===== config.mk =====
export PLATFORM = sky130hd
export DESIGN_NAME = ams_adc_input_mux_select
export DESIGN_NICKNAME = d
export VERILOG_FILES = /design/src/hdl/ams_adc_input_mux_select.v
export VERILOG_INCLUDE_DIRS = /design/src /design/src/hdl
export SDC_FILE = /design/constraint.sdc
export NUM_CORES = 1
export LEC_CHECK = 0
export BUFFER_PORTS_ARGS = -buffer_cell sky130_fd_sc_hd__clkbuf_2
export CORE_ASPECT_RATIO = 0.9
export CORE_MARGIN = 10
export CORE_UTILIZATION = 51
export CTS_CLUSTER_SIZE = 10
export DETAILED_ROUTE_END_ITERATION = 12
export GPL_TIMING_DRIVEN = 0
export PLACE_DENSITY_LB_ADDON = 0.12
export SLEW_MARGIN = 25
export SYNTH_ARGS = -nofsm -noshare
export SYNTH_HDL_FRONTEND = slang
export SYNTH_SLANG_ARGS = --single-unit

===== constraint.sdc =====
create_clock -name sys_clk -period 2.3 [get_ports sys_clk]
set_clock_uncertainty 0.15 [all_clocks]
set_input_delay 0.115 -clock sys_clk [delete_from_list [all_inputs] [get_ports sys_clk]]
set_output_delay 0.115 -clock sys_clk [all_outputs]
set_load 0.02 [all_outputs]

===== src/hdl/ams_defines.vh =====
`ifndef AMS_DEFINES_VH
`define AMS_DEFINES_VH

// Register addresses on the core register bus.
`define AMS_ADDR_PAIR_CFG     8'hba
`define AMS_ADDR_PORT3_SEL    8'hba
`define AMS_ADDR_CHAN_SEL     8'hbb
`define AMS_ADDR_AMP_CTRL     8'hd6
`define AMS_ADDR_CONV_CTRL    8'he8

// Page selection used to tell the two registers sharing one address apart.
`define AMS_PAGE_PAIR_CFG     1'b0
`define AMS_PAGE_PORT3_SEL    1'b1

// Field positions.
`define AMS_BIT_PORT3_DIFF    3
`define AMS_BIT_AMP_TWOS      2
`define AMS_BIT_AIN23_DIFF    1
`define AMS_BIT_AIN01_DIFF    0
`define AMS_BIT_AMP_EN        7
`define AMS_BIT_CONV_EN       7

// Reset values.
`define AMS_RST_REG8          8'h00
`define AMS_RST_REG4          4'h0

// Multiplexer positive input codes.
`define AMS_POS_AIN0          4'h0
`define AMS_POS_AIN1          4'h1
`define AMS_POS_AIN2          4'h2
`define AMS_POS_AIN3          4'h3
`define AMS_POS_AMP           4'h4
`define AMS_POS_AGND          4'h5
`define AMS_POS_EVEN          4'h6
`define AMS_POS_ODD           4'h7
`define AMS_POS_TEMP          4'h8
`define AMS_POS_NONE          4'hf

// Multiplexer negative input codes.
`define AMS_NEG_AGND          3'h0
`define AMS_NEG_AIN1          3'h1
`define AMS_NEG_AIN3          3'h2
`define AMS_NEG_AMP_REF       3'h3
`define AMS_NEG_ODD           3'h4
`define AMS_NEG_NONE          3'h7

`endif


===== src/hdl/ams_adc_input_mux_select.v =====
// Overview of operation
// - Pair config upper nibble reads zero, ignores writes.
// - Bit3 makes even/odd port pins differential.
// - Bit2 measures amplifier against reference, signed.
// - Bit1 pairs inputs two and three differential.
// - Bit0 pairs inputs zero and one differential.
// - Differential channels give two's-complement results.
// - Channel code with config bits selects input.
// - Odd code of differential pair selects nothing.
// - Pin-select bit n connects port pin n.
// - Enabled even/odd pins wired-OR onto inputs.
// - Amplifier gain field spans 0.05 to 14.
// - Amplifier to positive; reference to negative input only when bit2 is set, AGND otherwise.
// - Amplifier control bit7 enables; resets to zero.
// - Reset single-ended; converter runs only when enabled.
`timescale 1ns/1ps
`default_nettype none
`include "ams_defines.vh"

module ams_adc_input_mux_select #(
    parameter PIN_COUNT = 8
) (
    input  wire                 sys_clk,
    input  wire                 srst,
    input  wire [7:0]           reg_addr,
    input  wire                 reg_page,
    input  wire                 reg_wr,
    input  wire                 reg_rd,
    input  wire [7:0]           reg_wdata,
    output reg  [7:0]           reg_rdata,
    output reg  [3:0]           mux_pos_sel,
    output reg  [2:0]           mux_neg_sel,
    output reg                  mux_valid,
    output reg                  result_twos_comp,
    output reg  [PIN_COUNT-1:0] even_pin_input,
    output reg  [PIN_COUNT-1:0] odd_pin_input,
    output reg                  amp_enable_bit,
    output reg  [2:0]           amp_gain_field,
    output reg                  converter_active
);

    ////////////////////////////////////////////////////////////////////////////////
    // Register file.

    reg [3:0]           input_pair_config_r;
    reg [3:0]           channel_code_r;
    reg [PIN_COUNT-1:0] port3_analog_pin_select_r;
    reg [7:0]           amp_control_reg_r;
    reg                 converter_enable_bit_r;

    wire sel_pair  = (reg_addr == `AMS_ADDR_PAIR_CFG) && (reg_page == `AMS_PAGE_PAIR_CFG);
    wire sel_port3 = (reg_addr == `AMS_ADDR_PORT3_SEL) && (reg_page == `AMS_PAGE_PORT3_SEL);
    wire sel_chan  = (reg_addr == `AMS_ADDR_CHAN_SEL);
    wire sel_amp   = (reg_addr == `AMS_ADDR_AMP_CTRL);
    wire sel_conv  = (reg_addr == `AMS_ADDR_CONV_CTRL);

    always @(posedge sys_clk) begin
        if (srst) begin
            input_pair_config_r       <= `AMS_RST_REG4;
            channel_code_r            <= `AMS_RST_REG4;
            port3_analog_pin_select_r <= {PIN_COUNT{1'b0}};
            amp_control_reg_r         <= `AMS_RST_REG8;
            converter_enable_bit_r    <= 1'b0;
        end else if (reg_wr) begin
            if (sel_pair) begin
                input_pair_config_r <= reg_wdata[3:0];
            end
            if (sel_chan) begin
                channel_code_r <= reg_wdata[3:0];
            end
            if (sel_port3) begin
                port3_analog_pin_select_r <= reg_wdata[PIN_COUNT-1:0];
            end
            if (sel_amp) begin
                // Bits 6 to 3 are reserved and stay zero.
                amp_control_reg_r <= {reg_wdata[`AMS_BIT_AMP_EN], 4'h0, reg_wdata[2:0]};
            end
            if (sel_conv) begin
                converter_enable_bit_r <= reg_wdata[`AMS_BIT_CONV_EN];
            end
        end
    end

    always @(posedge sys_clk) begin
        if (srst) begin
            reg_rdata <= `AMS_RST_REG8;
        end else if (reg_rd) begin
            if (sel_pair) begin
                reg_rdata <= {4'h0, input_pair_config_r};
            end else if (sel_port3) begin
                reg_rdata <= port3_analog_pin_select_r;
            end else if (sel_chan) begin
                reg_rdata <= {4'h0, channel_code_r};
            end else if (sel_amp) begin
                reg_rdata <= amp_control_reg_r;
            end else if (sel_conv) begin
                reg_rdata <= {converter_enable_bit_r, 7'h00};
            end else begin
                reg_rdata <= `AMS_RST_REG8;
            end
        end
    end

    ////////////////////////////////////////////////////////////////////////////////
    // Selection decode.

    wire even_odd_pair_diff    = input_pair_config_r[`AMS_BIT_PORT3_DIFF];
    wire amp_twos_comp_select  = input_pair_config_r[`AMS_BIT_AMP_TWOS];
    wire inputs_two_three_diff = input_pair_config_r[`AMS_BIT_AIN23_DIFF];
    wire inputs_zero_one_diff  = input_pair_config_r[`AMS_BIT_AIN01_DIFF];

    reg [3:0] pos_nxt;
    reg [2:0] neg_nxt;
    reg       valid_nxt;
    reg       diff_nxt;

    always @* begin
        pos_nxt   = `AMS_POS_NONE;
        neg_nxt   = `AMS_NEG_AGND;
        valid_nxt = 1'b1;
        diff_nxt  = 1'b0;
        if (channel_code_r[3]) begin
            pos_nxt = `AMS_POS_TEMP;
        end else begin
            case (channel_code_r[2:0])
                3'h0: begin
                    pos_nxt = `AMS_POS_AIN0;
                    if (inputs_zero_one_diff) begin
                        neg_nxt  = `AMS_NEG_AIN1;
                        diff_nxt = 1'b1;
                    end
                end
                3'h1: begin
                    pos_nxt = `AMS_POS_AIN1;
                    valid_nxt = ~inputs_zero_one_diff;
                end
                3'h2: begin
                    pos_nxt = `AMS_POS_AIN2;
                    if (inputs_two_three_diff) begin
                        neg_nxt  = `AMS_NEG_AIN3;
                        diff_nxt = 1'b1;
                    end
                end
                3'h3: begin
                    pos_nxt = `AMS_POS_AIN3;
                    valid_nxt = ~inputs_two_three_diff;
                end
                3'h4: begin
                    pos_nxt = `AMS_POS_AMP;
                    if (amp_twos_comp_select) begin
                        neg_nxt  = `AMS_NEG_AMP_REF;
                        diff_nxt = 1'b1;
                    end
                end
                3'h5: begin
                    pos_nxt = `AMS_POS_AGND;
                    valid_nxt = ~amp_twos_comp_select;
                end
                3'h6: begin
                    pos_nxt = `AMS_POS_EVEN;
                    if (even_odd_pair_diff) begin
                        neg_nxt  = `AMS_NEG_ODD;
                        diff_nxt = 1'b1;
                    end
                end
                3'h7: begin
                    pos_nxt = `AMS_POS_ODD;
                    valid_nxt = ~even_odd_pair_diff;
                end
                default: begin
                    pos_nxt = `AMS_POS_NONE;
                end
            endcase
        end
        if (!valid_nxt) begin
            pos_nxt = `AMS_POS_NONE;
            neg_nxt = `AMS_NEG_NONE;
            diff_nxt = 1'b0;
        end
    end

    // Even pins land on the even input and odd pins on the odd input.
    wire [PIN_COUNT-1:0] even_mask;
    genvar gi;
    generate
        for (gi = 0; gi < PIN_COUNT; gi = gi + 1) begin : g_pin
            assign even_mask[gi] = ((gi % 2) == 0);
        end
    endgenerate

    ////////////////////////////////////////////////////////////////////////////////
    // Registered switch controls.

    always @(posedge sys_clk) begin
        if (srst) begin
            mux_pos_sel      <= `AMS_POS_AIN0;
            mux_neg_sel      <= `AMS_NEG_AGND;
            mux_valid        <= 1'b1;
            result_twos_comp <= 1'b0;
            even_pin_input   <= {PIN_COUNT{1'b0}};
            odd_pin_input    <= {PIN_COUNT{1'b0}};
            amp_enable_bit   <= 1'b0;
            amp_gain_field   <= 3'h0;
            converter_active <= 1'b0;
        end else begin
            mux_pos_sel      <= pos_nxt;
            mux_neg_sel      <= neg_nxt;
            mux_valid        <= valid_nxt;
            result_twos_comp <= diff_nxt;
            even_pin_input   <= port3_analog_pin_select_r & even_mask;
            odd_pin_input    <= port3_analog_pin_select_r & ~even_mask;
            amp_enable_bit   <= amp_control_reg_r[`AMS_BIT_AMP_EN];
            amp_gain_field   <= amp_control_reg_r[2:0];
            converter_active <= converter_enable_bit_r;
        end
    end

endmodule
`default_nettype wire


# ---- Yosys cells after proc, flatten, opt, wreduce, memory -nomap -nowiden
# Index checks and enable logic that the tools add are counted.
dict set report classes {
  eq_ne 11
  mux 22
  bitwise_logic 6
  n_reduce_logical 9
}
# cell count
set ops {}
lappend ops {{8-bit two-way mux} 5}
lappend ops {{8-bit equality test, second input constant} 4}
lappend ops {{4-bit one-hot mux with 8 select lines} 1}
lappend ops {{3-bit equality test, second input constant} 4}
lappend ops {{3-bit one-hot mux with 4 select lines} 1}
lappend ops {{2-bit AND reduction} 5}
lappend ops {{3-bit two-way mux} 3}
lappend ops {{4-bit two-way mux} 2}
lappend ops {{1-bit one-hot mux with 4 select lines} 2}
lappend ops {{3-bit by 2-bit equality test with 1-bit output, second input constant} 2}
lappend ops {{1-bit two-way mux} 6}
lappend ops {{1-bit NOT} 6}
lappend ops {{2-bit two-way mux} 2}
lappend ops {{3-bit by 1-bit equality test with 1-bit output, second input constant} 1}
lappend ops {{3-bit zero test} 1}
lappend ops {{3-bit OR reduction} 1}
lappend ops {{1-bit logical AND} 2}
dict set report totals {
  ff_bits 59
  inputBits 21
  out_inout_bits 38
  elab_cells 65
}

# ---- Depth between registers and ports, before layout
dict set report logic_depth {
  ltp_word 6
  mapped_depth 6
  mapped_depth_nobuf 4
}

# ---- Least setup slack after synthesis
# Ideal clock, no wire load.
dict set report synth_timing {
  kind {register to register}
  from {register channel_code_r[1]}
  to {register mux_pos_sel[2]}
  setup_time_ns 0.115
  arrival_time_ns 1.423
  required_ns 2.035
  setup_slack_ns 0.612
  path_stages_with_launch 5
  path_buffers 1
  period_less_slack_ns 1.688
  path_cell_list {dfxtp_1 clkbuf_1 mux4_2 and2_1 o21a_1}
}
dict set report synth_via {
  elab_chain_len 4
  word_cells_on_any_way 13
  cone_classes {7 x eq/ne; 5 x mux; 1 x reduce/logical}
}
# item line_no
set synth_lines {}
lappend synth_lines {{start, declared} ams_adc_input_mux_select.v:46} ;# reg [3:0] channel_code_r;
lappend synth_lines {{start signal, assigned} ams_adc_input_mux_select.v:60} ;# channel_code_r <= `AMS_RST_REG4;
lappend synth_lines {{start signal, assigned} ams_adc_input_mux_select.v:69} ;# channel_code_r <= reg_wdata[3:0];
lappend synth_lines {{3-bit equality test, or another cell as far along} ams_adc_input_mux_select.v:125} ;# case (channel_code_r[2:0])
lappend synth_lines {{4-bit one-hot mux with 8 select lines or 1-bit one-hot mux with 4 select lines (tied branches)} ams_adc_input_mux_select.v:125}
lappend synth_lines {{4-bit two-way mux or 1-bit two-way mux (tied branches)} ams_adc_input_mux_select.v:122} ;# if (channel_code_r[3]) begin
lappend synth_lines {{4-bit two-way mux *} ams_adc_input_mux_select.v:175} ;# if (!valid_nxt) begin
lappend synth_lines {{end signal, assigned} ams_adc_input_mux_select.v:196} ;# mux_pos_sel <= `AMS_POS_AIN0;
lappend synth_lines {{end signal, assigned} ams_adc_input_mux_select.v:206} ;# mux_pos_sel <= pos_nxt;
lappend synth_lines {{end, declared} ams_adc_input_mux_select.v:31} ;# output reg [3:0] mux_pos_sel,
# Every way passes the cells marked *; elsewhere a longest branch is shown, timed or not. The select of a mux whose other input is x is not followed.
# A chain may end at the register's enable or synchronous reset.

# ---- Worst setup path in the final report
dict set report layout_timing {
  from {input reg_wr}
  to {register port3_analog_pin_select_r[1]}
}
dict set report layout_via {
  elab_chain_len 1
}
# item line_no
set layout_lines {}
lappend layout_lines {{start, declared} ams_adc_input_mux_select.v:27} ;# input wire reg_wr,
lappend layout_lines {{2-bit AND reduction (no source line)} --}
lappend layout_lines {{end signal, assigned} ams_adc_input_mux_select.v:61} ;# port3_analog_pin_select_r <= {PIN_COUNT{1'b0}};
lappend layout_lines {{end signal, assigned} ams_adc_input_mux_select.v:72} ;# port3_analog_pin_select_r <= reg_wdata[PIN_COUNT-1:0];
lappend layout_lines {{end, declared} ams_adc_input_mux_select.v:47} ;# reg [PIN_COUNT-1:0] port3_analog_pin_select_r;
# No other way between the ends.

==> flow_metrics.py <==
metrics = {
    "pwr": {
        "p_total_mw": 1.53,
        "power_density_nw_per_um2": 580,
        "switching_power_mw": 0.375,
        "p_int_mw": 1.15,
        "swShare_pct": 24.6,
        "p_seq_share_pct": 58.1,
        "p_comb_share_pct": 8.5,
        "clkPwrFrac_pct": 33.5,
        "p_leak_nw": 1.11,
        "vdd_drop_max_mv": 0.323,
    },
    "cells_and_area": {
        "fillers": 343,
        "diodes": 0,
        "seqCellArea_sq_um": 1020,
        "post-route-util_pct": 65.5,
        "multi_input_comb_area_sq_um": 973,
        "final_common_cell": "dfxtp_1",
        "instances_no_fill": 344,
        "most-common-layout-cells": "51 x dfxtp_1, 47 x clkbuf_2, 25 x nor2_1, 21 x mux2i_1, 14 x nand2_1",
        "nets": 316,
        "syn_to_final_growth_pct": 25.1,
        "drive_above_1_share_pct": 24.7,
    },
    "synth": {
        "synth_area_leaders": "dfxtp_1 49%, mux2i_1 10%, nor2_1 4.5%, nor2b_1 3.6%, nand2b_1 3.3%",
        "yosysSeqAreaShare_pct": 48.5,
        "yosys.area.top_type_share_pct": 48.5,
        "synth.avg_cell_area_sq_um": 9.48,
        "yosys_register_bits": 51,
        "ys.flop_type": "dfxtp_1",
        "yosys_warnings": 0,
        "syn_inst": 222,
        "yosys.area.top_type": "dfxtp_1",
        "synth_edf_count": 0,
        "synth.cell_area_sq_um": 2100,
        "async_flop_share_pct": 0,
        "synth_cell_type_count": 35,
    },
    "timing": {
        "hold_violations": 0,
        "worst_pin_slew_ns": 0.869,
        "min_period_ns": 1.89,
        "fin_tns_setup_ns": 0,
        "fin_crit_sh_pct": 82.3,
        "finalSetupViolations": 0,
        "max_freq_mhz": 528,
        "max_slew_margin_pct": 41.5,
        "slew_viol_final": 0,
        "rsz0062_at_grt": "no",
        "holdWs_ns": 0.0387,
    },
    "global_route": {
        "grtUsageTotal_pct": 14.1,
        "grt_overflow": 0,
        "antenna_found_initial": 0,
        "grt_pass1_wl_um": 7920,
        "grt_pass1_vias": 1647,
        "grt_max_degree": 17,
    },
    "cts": {
        "root_buffer": "clkbuf_8",
        "cts_tree": "built",
        "numCtsBuffers": 5,
        "clock-sinks": 51,
        "cts-resized-gates": 0,
        "cts_setup_buffers": 0,
        "clk_path_buf_depth": 2,
        "hold_buffers": 12,
        "clock_latency_ns": 0.31,
        "htreeDepth": 2,
        "clk_pin_slew_worst_paths_ns": 0.09,
    },
    "place": {
        "dpl.cell_count": 324,
        "finalWeightedCongestion": 0.838,
        "dpl.hpwl_um": 3600,
        "portBuffers": 47,
    },
    "worst_hold_path": {
        "min_path_type": "input port to flip-flop",
    },
    "route": {
        "routed_wl_um": 4830,
        "avgRoutedWirePerCell_um": 14.0,
        "postRouteAntennaNets": 0,
        "drt_iter0_markers": 80,
        "via_per_inst": 4.98,
        "vias": 1713,
        "dr.pass1.iters": 4,
        "route.detailed.drc": 0,
    },
    "run": {
        "max-cap-violations": 0,
    },
    "floorplanning": {
        "start_util_pct": 52.4,
        "core_area_sq_um": 4020,
        "pin_count": 59,
        "die_area_sq_um": 7100,
        "die_y_um": 80.9,
        "fp.dieW_um": 87.7,
        "rows": 22,
    },
    "worst_setup_path": {
        "crit_fanout": 9,
        "critPathKind": "input port to flip-flop",
        "regToRegSetupSlack_ns": 0.47,
        "cp.arrival_ns": 1.92,
        "endpoint_kind": "flip-flop",
        "crit_required_ns": 2.33,
        "startpoint_type": "input port",
    },
    "run_status": {
        "status": "completed",
    },
}
-- synthesized netlist by cell type, drive strengths merged, types with 2 or more instances --
| master | count |
|---|---|
| inv | 5 |
| buf | 12 |
| and3 | 2 |
| o21a | 5 |
| nor2 | 25 |
| nand2b | 11 |
| clkbuf | 10 |
| nand2 | 14 |
| nor2b | 12 |
| a221oi | 3 |
| mux2i | 21 |
| dfxtp | 51 |
| nor4 | 3 |
| o21ai | 3 |
| and2 | 2 |
| nand3 | 11 |
| a21oi | 12 |
| nor3 | 6 |
-- state kept, by name, indices dropped and copies added, names as in the netlist --
name and cells:
amp_control_reg_r 4, amp_enable_bit 1, amp_gain_field 3, channel_code_r 4, converter_active 1, converter_enable_bit_r 1, even_pin_input 4, input_pair_config_r 4
mux_neg_sel 3, mux_pos_sel 4, mux_valid 1, odd_pin_input 4, port3_analog_pin_select_r 8, reg_rdata 8, result_twos_comp 1
-- final cells by class --
cell class	instances	area share (%)
repair buffers	59	13.5
flip-flops and latches	51	38.8
multi-input cells	151	37.0
inverters	5	0.713
clock inverters	3	0.713
well taps	48	2.28
clock buffers	5	2.61
plain buffers	22	4.47
-- worst paths after layout --
kind                                               endpoint                                start  cells past startpoint
setup / recovery  port3_analog_pin_select_r[1]$_SDFFE_PP0P_                               reg_wr                      6
hold / removal                    reg_rdata[5]$_SDFFE_PP0P_                               reg_rd                      4
setup reg to reg                  mux_pos_sel[2]$_SDFF_PP0_       channel_code_r[1]$_SDFFE_PP0P_                      4
hold reg to reg                 converter_active$_SDFF_PP0_  converter_enable_bit_r$_SDFFE_PP0P_                      2
-- stage by stage --
step | setup slack, ns | area, sq um
6_report | 0.407 | 2630
5_1_grt | 0.219 | 2630
4_1_cts | 0.380 | 2630
3_5_place_dp | 0.440 | 2430
3_3_place_gp | 0.474 | 2430
2_1_floorplan | 0.612 | 2130
-- worst max-delay path, stage by stage --
cell and delay [ns]:
dlygate4sd3_1 0.52, buf_2 0.20, nand3b_1 0.14, nor4_4 0.63, mux2i_1 0.26, nor2_1 0.05
-- metal layers --
layer  vias up  GRT usage, %  part of all wire (%)
li1        890             -                     -
met1       777          17.9                    47
met2        42          21.6                    45
met3         4          4.50                   7.3
met4         0          5.89                  0.70
met5         -             0                     0
-- cell families after synthesis --
logic type	count (synthesis)	share of synthesized area, %
flip-flops	51	48.5
AO/OA/AOI/OAI	28	8.50
buffers and inverters	27	6.48
multiplexers	22	11.1
AND/OR/NAND/NOR	93	25.3
other	1	0.178
-- power groups by stage --
stage                     combinational [mW]  clock [mW]  sequential (mW)
after detailed placement               0.116           0            0.908
final                                  0.130       0.511            0.887
after floorplan                       0.0720           0            0.911
after global routing                   0.142       0.559            0.887
after CTS                              0.129       0.522            0.887
after global placement                 0.114           0            0.908
Power figures use the tool's default switching activity.
